[config.mk]
export PLATFORM = sky130hd
export DESIGN_NAME = fra_unit
export DESIGN_NICKNAME = d
export VERILOG_FILES = /design/src/rtl/fra_pkg.sv /design/src/rtl/fra_seed_core.sv /design/src/rtl/fra_unit.sv
export VERILOG_INCLUDE_DIRS = /design/src /design/src/rtl
export SDC_FILE = /design/constraint.sdc
export NUM_CORES = 2
export LEC_CHECK = 0
export BUFFER_PORTS_ARGS = -buffer_cell sky130_fd_sc_hd__buf_4
export CAP_MARGIN = 10
export CELL_PAD_IN_SITES_DETAIL_PLACEMENT = 0
export CELL_PAD_IN_SITES_GLOBAL_PLACEMENT = 1
export CORE_ASPECT_RATIO = 0.75
export CORE_UTILIZATION = 48
export DETAILED_ROUTE_END_ITERATION = 16
export PLACE_DENSITY_LB_ADDON = 0.1
export SLEW_MARGIN = 10
export SYNTH_ARGS = -nofsm -noshare
export SYNTH_HDL_FRONTEND = slang
export SYNTH_SLANG_ARGS = --single-unit
[constraint.sdc]
create_clock -name CLK_SYS -period 161.6 [get_ports CLK_SYS]
set_clock_uncertainty 0.05 [all_clocks]
set_input_delay 16.16 -clock CLK_SYS [delete_from_list [all_inputs] [get_ports CLK_SYS]]
set_output_delay 16.16 -clock CLK_SYS [all_outputs]
set_load 0.05 [all_outputs]
[src/rtl/fra_defines.svh]
// Offsets, reset values, encodings and timing counts of the reciprocal seed unit.
`ifndef FRA_DEFINES_SVH
`define FRA_DEFINES_SVH

// -----------------------------------------------------------------------------
// Register map (Wishbone byte addresses)
// -----------------------------------------------------------------------------
`define FRA_REG_STATUS      8'h00
`define FRA_REG_MASK        8'h04
`define FRA_FLAGS_RESET     8'h00
`define FRA_MASK_RESET      8'h00

// -----------------------------------------------------------------------------
// Number formats
// -----------------------------------------------------------------------------
`define FRA_SP_BIAS         12'h07F
`define FRA_DP_BIAS         12'h3FF
`define FRA_SP_CANON_NAN    32'h7FFF_FFFF
`define FRA_DP_CANON_NAN    64'h7FFF_FFFF_FFFF_FFFF
`define FRA_SEED_BITS       8

// -----------------------------------------------------------------------------
// Timing in core cycles from the issue edge
// -----------------------------------------------------------------------------
`define FRA_LAT_LO          1
`define FRA_LAT_HI          2

`endif

[src/rtl/fra_pkg.sv]
// Types shared by the reciprocal seed unit.
package fra_pkg;

    typedef enum logic [1:0] {
        OP_SP_RECIP = 2'h0,
        OP_SP_RSQRT = 2'h1,
        OP_DP_RSQRT = 2'h2
    } fra_op_e;

    typedef enum logic [5:0] {
        CLS_NORM   = 6'h01,
        CLS_ZERO   = 6'h02,
        CLS_DENORM = 6'h04,
        CLS_INF    = 6'h08,
        CLS_QNAN   = 6'h10,
        CLS_SNAN   = 6'h20
    } fra_cls_e;

    typedef struct packed {
        logic invalid_op_flag;
        logic second_operand_nan_flag;
        logic divide_by_zero_flag;
        logic infinite_result_flag;
        logic overflow_flag;
        logic inexact_flag;
        logic second_operand_denormal_flag;
        logic underflow_flag;
    } fra_flags_s;

    typedef struct packed {
        logic        valid;
        logic        pred;
        logic        xpath;
        logic [1:0]  op;
        logic [4:0]  dst;
        logic [31:0] src_own;
        logic [31:0] src_cross;
        logic [31:0] src_hi;
    } fra_issue_s;

    typedef struct packed {
        logic        en;
        logic [4:0]  addr;
        logic [31:0] data;
    } fra_wr_s;

    typedef struct packed {
        fra_wr_s     lo;
        fra_wr_s     hi;
        fra_wr_s     hold;
        logic        flags_valid;
        fra_flags_s  flags;
        fra_flags_s  status;
        fra_flags_s  mask;
        logic        irq;
        logic        ack;
        logic [31:0] rdata;
    } fra_state_s;

endpackage : fra_pkg

[src/rtl/fra_seed_core.sv]
// Eight-bit mantissa seed and exponent for reciprocal and reciprocal square root.
`timescale 1ns/1ns

module fra_seed_core
    import fra_pkg::*;
(
    input  wire logic               rsqrt,
    input  wire logic signed [11:0] exp_in,
    input  wire logic [7:0]         frac_top,
    input  wire logic               frac_zero,
    output logic signed [11:0]      exp_out,
    output logic [7:0]              mant_out
);

    // -------------------------------------------------------------------------
    // Integer square root, bit by bit
    // -------------------------------------------------------------------------
    function automatic logic [10:0] fra_isqrt(input logic [20:0] v);
        logic [10:0] root;
        logic [21:0] trial;
        root = 11'h000;
        for (int b = 10; b >= 0; b--)
        begin
            trial = 22'((root | (11'h001 << b)) * (root | (11'h001 << b)));
            if (trial <= {1'b0, v})
            begin
                root = root | (11'h001 << b);
            end
        end
        return root;
    endfunction : fra_isqrt

    logic               odd;
    logic signed [11:0] e_even;
    logic [9:0]         d_recip;
    logic [19:0]        q_recip;
    logic [9:0]         r_recip;
    logic [10:0]        y_rsqrt;
    logic [29:0]        q_rsqrt;
    logic [10:0]        s_rsqrt;
    logic [9:0]         r_rsqrt;
    logic               exact;

    // The operand is evaluated at the midpoint of its 8-bit interval, which keeps
    // the seed error inside one and a half units of the last seed bit on either side.
    always_comb
    begin
        odd     = exp_in[0];
        e_even  = exp_in - {11'h000, odd};
        d_recip = {1'b1, frac_top, 1'b1};
        q_recip = 20'h80000 / {10'h000, d_recip};
        r_recip = 10'((q_recip + 20'h00001) >> 1);
        y_rsqrt = odd ? {1'b1, frac_top, 2'h2} : {1'b0, 1'b1, frac_top, 1'b1};
        q_rsqrt = 30'h2000_0000 / {19'h0, y_rsqrt};
        s_rsqrt = fra_isqrt(q_rsqrt[20:0]);
        r_rsqrt = 10'((s_rsqrt + 11'h001) >> 1);
        exact   = frac_zero && (!rsqrt || !odd);
        if (exact)
        begin
            mant_out = 8'h00;
            exp_out  = rsqrt ? -(e_even >>> 1) : -exp_in;
        end
        else if (rsqrt)
        begin
            // Both seeds round to nearest; a root that rounds up to two is held at the
            // largest mantissa, so the exponent computed below stays valid.
            mant_out = r_rsqrt[9] ? 8'hFF : r_rsqrt[7:0];
            exp_out  = -(e_even >>> 1) - 12'sh001;
        end
        else
        begin
            mant_out = r_recip[7:0];
            exp_out  = -exp_in - 12'sh001;
        end
    end

endmodule : fra_seed_core

[src/rtl/fra_unit.sv]
// Reciprocal and reciprocal square root seed unit with Wishbone flag registers.
//
// Our own choices: the Wishbone interface to the registers and the placing of the registers.
`timescale 1ns/1ns
`include "fra_defines.svh"

module fra_unit
    import fra_pkg::*;
(
    input  wire logic        CLK_SYS,
    input  wire logic        RESET,
    input  wire fra_issue_s  ISSUE,
    output fra_wr_s          RES_LO,
    output fra_wr_s          RES_HI,
    output logic             FLAGS_VALID,
    output fra_flags_s       FLAGS,
    output logic             IRQ,
    input  wire logic        WB_CYC,
    input  wire logic        WB_STB,
    input  wire logic        WB_WE,
    input  wire logic [7:0]  WB_ADR,
    input  wire logic [3:0]  WB_SEL,
    input  wire logic [31:0] WB_DAT_I,
    output logic [31:0]      WB_DAT_O,
    output logic             WB_ACK
);

    // -------------------------------------------------------------------------
    // Operand classification
    // -------------------------------------------------------------------------
    function automatic fra_cls_e fra_classify(input logic exp_ones, input logic exp_zero,
                                              input logic fzero, input logic fmsb);
        if (exp_ones)
        begin
            return fzero ? CLS_INF : (fmsb ? CLS_QNAN : CLS_SNAN);
        end
        if (exp_zero)
        begin
            return fzero ? CLS_ZERO : CLS_DENORM;
        end
        return CLS_NORM;
    endfunction : fra_classify

    fra_state_s         q;
    fra_state_s         next_q;
    fra_cls_e           cls;
    logic               is_dp;
    logic               is_rsqrt;
    logic               go;
    logic               sign;
    logic [10:0]        exp_b;
    logic               frac_zero;
    logic [7:0]         frac_top;
    logic [31:0]        sp_src;
    logic signed [11:0] exp_unb;
    logic signed [11:0] seed_exp;
    logic [7:0]         seed_mant;
    logic signed [11:0] out_exp;
    logic [63:0]        result;
    fra_flags_s         raise;
    fra_flags_s         clr;
    logic               wb_req;
    logic               wb_commit;

    // -------------------------------------------------------------------------
    // Operand selection and unpacking
    // -------------------------------------------------------------------------
    always_comb
    begin
        is_dp    = (ISSUE.op == OP_DP_RSQRT);
        is_rsqrt = (ISSUE.op == OP_SP_RSQRT) || is_dp;
        // predicate gates every write and flag
        go       = ISSUE.valid && ISSUE.pred && (ISSUE.op != 2'h3);
        // cross path feeds only the SP source
        sp_src   = ISSUE.xpath ? ISSUE.src_cross : ISSUE.src_own;
        if (is_dp)
        begin
            // low word on the own port, high word on the second port
            sign      = ISSUE.src_hi[31];
            exp_b     = ISSUE.src_hi[30:20];
            frac_zero = (ISSUE.src_hi[19:0] == 20'h00000) && (ISSUE.src_own == 32'h0000_0000);
            frac_top  = ISSUE.src_hi[19:12];
            cls       = fra_classify(&exp_b, exp_b == 11'h000, frac_zero, ISSUE.src_hi[19]);
            exp_unb   = $signed({1'b0, exp_b}) - $signed(`FRA_DP_BIAS);
        end
        else
        begin
            sign      = sp_src[31];
            exp_b     = {3'h0, sp_src[30:23]};
            frac_zero = (sp_src[22:0] == 23'h000000);
            frac_top  = sp_src[22:15];
            cls       = fra_classify(&sp_src[30:23], sp_src[30:23] == 8'h00, frac_zero,
                                     sp_src[22]);
            exp_unb   = $signed({1'b0, exp_b}) - $signed(`FRA_SP_BIAS);
        end
    end

    fra_seed_core u_seed (
        .rsqrt     (is_rsqrt),
        .exp_in    (exp_unb),
        .frac_top  (frac_top),
        .frac_zero (frac_zero),
        .exp_out   (seed_exp),
        .mant_out  (seed_mant)
    );

    // -------------------------------------------------------------------------
    // Result and flags
    // -------------------------------------------------------------------------
    // SP results sit in the low 32 bits; the high half is only used by DP.
    always_comb
    begin
        raise   = '0;
        out_exp = seed_exp + (is_dp ? $signed(`FRA_DP_BIAS) : $signed(`FRA_SP_BIAS));
        // exact exponent with an eight-bit seed mantissa
        // same packing for the square root seed
        if (is_dp)
        begin
            result = {sign, out_exp[10:0], seed_mant, 44'h000_0000_0000};
        end
        else
        begin
            result = {32'h0000_0000, sign, out_exp[7:0], seed_mant, 15'h0000};
        end
        unique case (cls)
            CLS_SNAN:
            begin
                result = is_dp ? `FRA_DP_CANON_NAN : {32'h0000_0000, `FRA_SP_CANON_NAN};
                raise.invalid_op_flag         = 1'b1;
                raise.second_operand_nan_flag = 1'b1;
            end
            CLS_QNAN:
            begin
                result = is_dp ? `FRA_DP_CANON_NAN : {32'h0000_0000, `FRA_SP_CANON_NAN};
                raise.second_operand_nan_flag = 1'b1;
            end
            CLS_ZERO:
            begin
                result = is_dp ? {sign, 11'h7FF, 52'h0} : {32'h0, sign, 8'hFF, 23'h0};
                raise.divide_by_zero_flag  = 1'b1;
                raise.infinite_result_flag = 1'b1;
            end
            CLS_DENORM:
            begin
                result = is_dp ? {sign, 11'h7FF, 52'h0} : {32'h0, sign, 8'hFF, 23'h0};
                raise.divide_by_zero_flag          = 1'b1;
                raise.inexact_flag                 = 1'b1;
                raise.second_operand_denormal_flag = 1'b1;
                // the reciprocal also reports infinity and overflow
                // the square root reports only the three above
                raise.infinite_result_flag = !is_rsqrt;
                raise.overflow_flag        = !is_rsqrt;
            end
            CLS_INF:
            begin
                if (is_rsqrt && sign)
                begin
                    // negative infinity is a negative non-zero number
                    result = is_dp ? `FRA_DP_CANON_NAN : {32'h0000_0000, `FRA_SP_CANON_NAN};
                    raise.invalid_op_flag = 1'b1;
                end
                else
                begin
                    // positive zero for the square root
                    result = is_dp ? 64'h0 : {32'h0, sign, 31'h0};
                end
            end
            CLS_NORM:
            begin
                if (is_rsqrt && sign)
                begin
                    // negative normal number to the square root
                    result = is_dp ? `FRA_DP_CANON_NAN : {32'h0000_0000, `FRA_SP_CANON_NAN};
                    raise.invalid_op_flag = 1'b1;
                end
                else if (!is_rsqrt && (out_exp <= 12'sh000))
                begin
                    // magnitude above two to 126 underflows
                    result = {32'h0, sign, 31'h0};
                    raise.inexact_flag   = 1'b1;
                    raise.underflow_flag = 1'b1;
                end
            end
            default:
            begin
                result = 64'h0;
            end
        endcase
    end

    // -------------------------------------------------------------------------
    // Next state: write ports, flags and Wishbone slave
    // -------------------------------------------------------------------------
    always_comb
    begin
        next_q             = q;
        next_q.lo.en       = 1'b0;
        next_q.hold.en     = 1'b0;
        next_q.hi          = q.hold;
        next_q.flags_valid = 1'b0;
        next_q.flags       = '0;
        clr                = '0;
        wb_req             = WB_CYC && WB_STB;
        wb_commit          = wb_req && q.ack;
        if (go)
        begin
            // SP result visible one cycle after the issue edge
            // low word now, high word held one more cycle
            // low word is not delayed behind the high word
            next_q.lo.en       = 1'b1;
            next_q.lo.addr     = is_dp ? {ISSUE.dst[4:1], 1'b0} : ISSUE.dst;
            next_q.lo.data     = result[31:0];
            next_q.hold.en     = is_dp;
            next_q.hold.addr   = {ISSUE.dst[4:1], 1'b1};
            next_q.hold.data   = result[63:32];
            next_q.flags_valid = 1'b1;
            next_q.flags       = raise;
        end
        // Acknowledge one cycle after the request; drop ack the cycle after.
        next_q.ack = wb_req && !q.ack;
        if (wb_req && !q.ack)
        begin
            unique case (WB_ADR)
                `FRA_REG_STATUS: next_q.rdata = {24'h000000, q.status};
                `FRA_REG_MASK:   next_q.rdata = {24'h000000, q.mask};
                default:         next_q.rdata = 32'h0000_0000;
            endcase
        end
        if (wb_commit && WB_WE && WB_SEL[0])
        begin
            if (WB_ADR == `FRA_REG_STATUS)
            begin
                clr = WB_DAT_I[7:0];
            end
            if (WB_ADR == `FRA_REG_MASK)
            begin
                next_q.mask = WB_DAT_I[7:0];
            end
        end
        // A flag raised in the same cycle as its clear stays set.
        next_q.status = (q.status & ~clr) | next_q.flags;
        next_q.irq    = |(next_q.status & next_q.mask);
    end

    always_ff @(posedge CLK_SYS)
    begin
        if (RESET)
        begin
            q        <= '0;
            q.status <= `FRA_FLAGS_RESET;
            q.mask   <= `FRA_MASK_RESET;
        end
        else
        begin
            q <= next_q;
        end
    end

    assign RES_LO      = q.lo;
    assign RES_HI      = q.hi;
    assign FLAGS_VALID = q.flags_valid;
    assign FLAGS       = q.flags;
    assign IRQ         = q.irq;
    assign WB_DAT_O    = q.rdata;
    assign WB_ACK      = q.ack;
endmodule : fra_unit

After elaboration in Yosys (flattened, before gate mapping)
Index checks and enable logic that the tools add are counted.
W data, S select, Z words.
- add/sub/neg operators: 10
- multipliers: 10
- divide/modulo/power cells: 2
- $lt $le $gt $ge: 12
- equality and inequality tests: 10
- muxes and demuxes: 75
- bitwise logic cells: 5
- reduce and logical (&&, ||, !) cells: 29
- operators with widths (cell ; number):
    $mux W64 ; 4
    $pmux W64 S4 ; 1
    $le A22 B21 Y1 ; 10
    $mul A11 B11 Y22 ; 10
    $mux W63 ; 2
    $mux W6 ; 14
    $mux W8 ; 9
    $mux W32 ; 2
    $mux W12 ; 4
    $mux W38 ; 1
    $logic_not A32 Y1 ; 1
    $div A30 B11 Y30 const A ; 1
    $sub A12 B2 Y12 const B ; 2
    $logic_not A23 Y1 ; 1
    $mux W11 ; 2
    $le A21 B21 Y1 const A ; 1
    $mux W1 ; 21
    $div A20 B10 Y20 const A ; 1
    $logic_not A20 Y1 ; 1
    $mux W10 ; 2
    $mux W9 ; 2
    $and A8 B8 Y8 ; 2
    $logic_not A8 Y1 ; 2
    $pmux W8 S2 ; 1
    other kinds (37) ; 56
- register bits: 173
- bits of input ports: 155
- output and inout bits: 119
- word-level logic and storage cells: 190

Depth between registers and ports, before layout
- word-level depth: 46
- gate-level depth with buffers: 605
- mapped depth without buffers: 559

Hierarchy
From an unflattened synthesis, not the netlist that was laid out.
- cells, all modules: 5463
- area total of the unflattened synthesis: 40973.0 µm²
- by module, submodules not included (module ; instances ; cells each ; area each (µm²) ; sequential area each (µm²)):
    fra_seed_core ; 1 ; 4665 ; 34347.9 ; 0.0
    fra_unit ; 1 ; 798 ; 6625.1 ; 2162.1

Least setup slack after synthesis
Ideal clock, no wire load.
- kind: input to register
- from: input port ISSUE[103] (netlist name)
- to: register q (netlist bit next_q[116])
- setup time: 0.132 ns
- arrival: 125.492 ns
- data required time: 161.418 ns
- slack: 35.926 ns
- stages on the path: 582
- path buffers: 47
- path through: buf_4 > mux2i_4 > inv_2 > o21ai_2 > buf_4 > buf_6 > clkbuf_1 > buf_6 > clkbuf_1 > buf_1 > clkbuf_1 > nor2_1 > a21oi_1 > ha_1 > buf_2 > and3_1 > a2111oi_0 > or4_1 > (+546 left out) > nor2_1 > ha_1 > nand3_1 > nor4_1 > nand4_1 > nor3_1 > a31oi_1 > o31ai_1 > ha_1 > and2_1 > nand4_1 > xnor2_1 > nor2_1 > inv_1 > o221ai_1 > o21ai_0 > a21oi_1 > nor3_1
- longest elaborated chain between the ends: 45
- elaborated cells on any way between the ends: 90
- those cells by class: add/sub (9); mul (10); div (2); order compare (12); eq/ne (6); mux (41); reduce/logical (10)
- ends and longest elaborated chain (element ; line ; RTL):
    from (decl) ; fra_unit.sv:12 ; input wire fra_issue_s ISSUE,
    $mux W32 * ; fra_unit.sv:75 ; sp_src = ISSUE.xpath ? ISSUE.src_cross : ISSUE.src_own;
    $sub A8 B7 Y9 ; fra_unit.sv:94 ; exp_unb = $signed({1'b0, exp_b}) - $signed(`FRA_SP_BIAS);
    $mux W12 ; fra_unit.sv:76 ; if (is_dp)
    $mux W11 ; fra_seed_core.sv:53 ; y_rsqrt = odd ? {1'b1, frac_top, 2'h2} : {1'b0, 1'b1, frac_top, 1'b1};
    $div A30 B11 Y30 ; fra_seed_core.sv:54 ; q_rsqrt = 30'h2000_0000 / {19'h0, y_rsqrt};
    $le A21 B21 Y1 ; fra_seed_core.sv:25 ; if (trial <= {1'b0, v})
    $mux W11 ; fra_seed_core.sv:25 ;
    $mul A11 B11 Y22 ; fra_seed_core.sv:24 ; trial = 22'((root | (11'h001 << b)) * (root | (11'h001 << b)));
    (+29 left out) ; - ;
    $add A11 B1 Y11 ; fra_seed_core.sv:56 ; r_rsqrt = 10'((s_rsqrt + 11'h001) >> 1);
    $mux W8 ; fra_seed_core.sv:67 ; mant_out = r_rsqrt[9] ? 8'hFF : r_rsqrt[7:0];
    $mux W8 ; fra_seed_core.sv:63 ; else if (rsqrt)
    $mux W8 ; fra_seed_core.sv:58 ; if (exact)
    $mux W64 ; fra_unit.sv:117 ; if (is_dp)
    $mux W64 ; fra_unit.sv:176 ; else if (!is_rsqrt && (out_exp <= 12'sh000))
    $mux W64 ; fra_unit.sv:170 ; if (is_rsqrt && sign)
    $pmux W64 S4 * ; fra_unit.sv:125 ; unique case (cls)
    to (signal assigned) ; fra_unit.sv:255 ; q <= next_q;
    to (decl) ; fra_unit.sv:44 ; fra_state_s q;
Every way passes the cells marked *; elsewhere a longest branch is shown, timed or not. The select of a mux whose other input is x is not followed.
A chain may end at the register's enable or synchronous reset.

Worst setup path after layout
- from: input port ISSUE[101] (netlist name)
- to: register q (netlist bit next_q[109])
- longest elaborated chain between the ends: 44
- elaborated cells on any way between the ends: 81
- those cells by class: add/sub (8); mul (10); div (2); order compare (12); eq/ne (9); mux (30); reduce/logical (10)
- ends and longest elaborated chain (element ; line ; RTL):
    $eq A2 B2 Y1 * ; fra_unit.sv:70 ; is_dp = (ISSUE.op == OP_DP_RSQRT);
    via is_dp ; fra_unit.sv:47 ; logic is_dp;
    $mux W12 / $mux W8 (equally long branches) ; fra_unit.sv:76 ;
    $mux W11 ; fra_seed_core.sv:53 ;
    $div A30 B11 Y30 ; fra_seed_core.sv:54 ;
    $le A21 B21 Y1 ; fra_seed_core.sv:25 ;
    $mux W11 ; fra_seed_core.sv:25 ;
    $mul A11 B11 Y22 ; fra_seed_core.sv:24 ;
    (+29 left out) ; - ;
    $add A11 B1 Y11 ; fra_seed_core.sv:56 ;
    $mux W8 ; fra_seed_core.sv:67 ;
    $mux W8 ; fra_seed_core.sv:63 ;
    $mux W8 ; fra_seed_core.sv:58 ;
    $mux W64 ; fra_unit.sv:117 ;
    $mux W64 ; fra_unit.sv:176 ;
    $mux W64 ; fra_unit.sv:170 ;
    $pmux W64 S4 * ; fra_unit.sv:125 ;
The timed path passes the listed nets; every way through them passes the cells marked *.

==> key figures <==
Outcome
  • Status: complete, no violations

Yosys
  • Synth warn: 0
  • Sequential-to-total area share from yosys stat: approximately 5.3%
  • Async S/R FF share, synth: 0%
  • Synth Cell Area: approximately 0.04 mm2
  • Number of synthesized register bits: 108
  • Post-synth EDFFs: 0
  • Ys flop type: dfxtp_1
  • Synth Area per Inst: 7.453 um2
  • Syn Inst Count: 5440
  • Cell variety after synth: between 100 and 150

Floorplan
  • Die Width: 337.6 um
  • Die area: between 0.08 and 0.09 mm2
  • Initial core utilization: between 40% and 50%
  • FP Rows: between 90 and 100
  • Die H: 253.7 um
  • Core box area: ~0.083 mm2
  • Top Ports: around 270

Placement
  • Routability cong.: 0.8965
  • I/O Buffers: ~220
  • DP HPWL: 100100 um

CTS
  • Setup Buffers After CTS: 0
  • Clock tree buffer depth: 2
  • Resize count post-CTS: 0
  • Reg clk slew, reported paths: around 0.07 ns
  • Total clock sinks: ~110
  • Clk Latency, worst-skew pair: approximately 0.35 ns
  • Hold buffers post-CTS: 0
  • CTS Root Cell: clkbuf_16
  • Num CTS Buffers: 9
  • H-tree depth reported by CTS: 3
  • CTS tree: built

Final layout
  • Layout area overhead: 5.783%
  • Share of cells above drive strength 1: 9.784%
  • Fin nets: approximately 6400

Hold path
  • Min-delay worst type: flop to flop
  • Hold endpoint: RES_HI[37]
  • Hold Path Origin: next_q[134]
  • Hold depth: 1

STA
  • Tmin final: between 100 and 150 ns
  • Setup repair after global routing missed its margin: false
  • Final setup TNS: 0 ns
  • Fin. Hold Viols: 0
  • Relative slew slack: a little over a fifth
  • Fmax achieved: just under 0.007 GHz
  • Final period util: around 90%
  • Final Max Slew Viols: 0
  • # setup viols final: 0
  • Slew @ Worst Pin: roughly 1.2 ns

Detailed routing
  • Drt drc: 0
  • Pre-antenna DRT Iters: 6
  • Detailed Route WL: about 120000 um
  • DR vias: just under 40000
  • Routed len/inst: between 15 and 20 um
  • Via density: 5.837
  • DRT antenna net count: 0
  • Initial DRC Count: 2749

Critical path
  • Worst reg2reg startpoint: WB_ACK
  • Most frequent CP cell: a21oi_1
  • CP max stage cell: inv_1
  • FF-to-FF setup slack: 159.25 ns
  • R2R cell count: 9
  • Startpoint types: input pin
  • Critical path data arrival time: ~150 ns
  • CP Data Required Time: around 160 ns
  • CP Capture Type: flop
  • Critical path type: input pin to flop
  • Worst path max stage delay: between 0.8 and 0.9 ns
  • Reg2Reg Capture Point: IRQ
  • Crit-path max FO: 60

GRT
  • Largest net degree at the start of global routing: 87
  • Initial antenna violation count: 2
  • Vias in the first global route: around 36000
  • GRT Util Overall: 27.95%
  • First-pass GRT wire length: 195200 um
  • Grt ovf: 0

Run
  • Max-capacitance violation count: 0
-- kinds of logic (layout without fill, tap and decap cells) --
group | after synthesis | count (layout) | share of synthesized area (%)
and+or+nand+nor | 1790 | 1790 | 22.12
AOI/OAI and AO/OA | 1540 | 1540 | 25.28
adders and majority gates | 769 | 769 | 26.64
buffers and inverters | 700 | 728 | 8.338
xor gates and xnor gates | 412 | 412 | 9.045
muxes | 119 | 119 | 3.237
DFF | 108 | 108 | 5.332
other | 2 | 36 | 0.01852
-- metrics by stage --
stage | hold slack [ns] | utilization, % | setup WS [ns] | cells | area, um2
2_1_floorplan | 0.3638 | - | 35.93 | 5471 | 40660
3_3_place_gp | 0.3807 | 51.34 | 18.22 | 6599 | 42550
3_5_place_dp | 0.3965 | 51.34 | 17.02 | 6599 | 42550
4_1_cts | 0.4068 | 51.74 | 16.84 | 6615 | 42880
5_1_grt | 0.4174 | 51.74 | 5.241 | 6615 | 42880
6_report | 0.4052 | 51.75 | 15.79 | 6618 | 42890
-- metal layers --
layer | track usage, % | part of all wire (%) | vias up
li1 | - | - | 19570
met1 | 43.94 | 53 | 18130
met3 | 2.945 | 5.2 | 69
met5 | 0 | 0 | -
met2 | 41.13 | 41 | 853
met4 | 3.348 | 1.2 | 0
-- worst max path at each step --
| stage | startpoint | endpoint | cells after the start |
|---|---|---|---|
| after global routing | ISSUE[101] | next_q[109] | 561 |
| after detailed placement | ISSUE[101] | next_q[109] | 556 |
| after CTS | ISSUE[101] | next_q[116] | 559 |
| after global placement | ISSUE[101] | next_q[109] | 558 |
| after floorplan | ISSUE[103] | next_q[116] | 582 |
| final | ISSUE[101] | next_q[109] | 560 |
-- sequential cells by signal, summed over array words and instances (netlist names) --
| signal | cells |
|---|---|
| WB_DAT_O | 8 |
| FLAGS | 8 |
| q | 16 |
| WB_ACK | 1 |
| IRQ | 1 |
| RES_HI | 27 |
| next_q | 23 |
| RES_LO | 24 |
-- area by class of cell --
type                       count  area, um2
clock inverter                 7      106.4
timing repair buffer         282       2117
fill                        8316      40000
antenna                        3      7.507
clock buffer                   9      225.2
sequential                   108       2162
inverter                     430       1629
multi-input combinational   4663      35250
tap                         1116       1396
-- synthesized netlist by cell type (17+ instances only) --
library cell	n	share of area, %
ha_1	612	19
nor2_1	524	4.9
a21oi_1	479	5.9
inv_1	410	3.8
nand2_1	384	3.6
xnor2_1	300	6.5
o21ai_0	241	3.0
nor3_1	175	2.2
fa_1	157	7.8
buf_4	155	2.9
a21o_1	141	2.6
o21bai_1	122	2.3
nand3_1	114	1.4
dfxtp_1	108	5.3
xor2_1	106	2.3
nor2b_1	88	1.4
o21a_1	75	1.4
nand4_1	71	1.1
clkbuf_1	69	0.64
nor4_1	59	0.91
mux2_2	56	1.6
mux2i_1	54	1.3
nand2b_1	54	0.83
a211oi_1	48	0.89
a31oi_1	48	0.74
and2_1	47	0.73
o31ai_1	44	0.81
and3_1	42	0.65
or3_1	41	0.63
or2_2	34	0.52
o21ai_1	32	0.39
o211ai_1	31	0.57
and4_1	19	0.41
o22ai_1	18	0.28
or2_1	18	0.28
buf_6	17	0.47
-- worst max-delay path, delay by kind of cell --
family	cells	cell delay (ns)
and+or+nand+nor	139	29.69
adders and majority gates	82	28.65
buffers and inverters	76	17.06
xor gates and xnor gates	10	1.51
AOI/OAI and AO/OA	253	52.41
-- cells in the final DEF, fill, tap and decap left out, types with 42 or more instances in the layout --
| cell type | Yosys | final |
|---|---|---|
| nor4_1 | 59 | 58 |
| nor3_1 | 175 | 174 |
| inv_1 | 410 | 409 |
| mux2i_1 | 54 | 54 |
| o31ai_1 | 44 | 44 |
| a31oi_1 | 48 | 48 |
| nor2b_1 | 88 | 88 |
| and3_1 | 42 | 42 |
| a21o_1 | 141 | 141 |
| nand2_1 | 384 | 384 |
| mux2_2 | 56 | 56 |
| xor2_1 | 106 | 106 |
| nand3_1 | 114 | 114 |
| and2_1 | 47 | 47 |
| o21bai_1 | 122 | 122 |
| a211oi_1 | 48 | 48 |
| a21oi_1 | 479 | 472 |
| dfxtp_1 | 108 | 108 |
| o21ai_0 | 241 | 241 |
| nand2b_1 | 54 | 54 |
| nand4_1 | 71 | 71 |
| ha_1 | 612 | 611 |
| fa_1 | 157 | 157 |
| o21a_1 | 75 | 75 |
| buf_4 | 155 | 282 |
| xnor2_1 | 300 | 300 |
| nor2_1 | 524 | 521 |
Power is left out: the tool's default activity adds up to more than one toggle a clock period on the data nets, which glitch-free logic cannot reach.
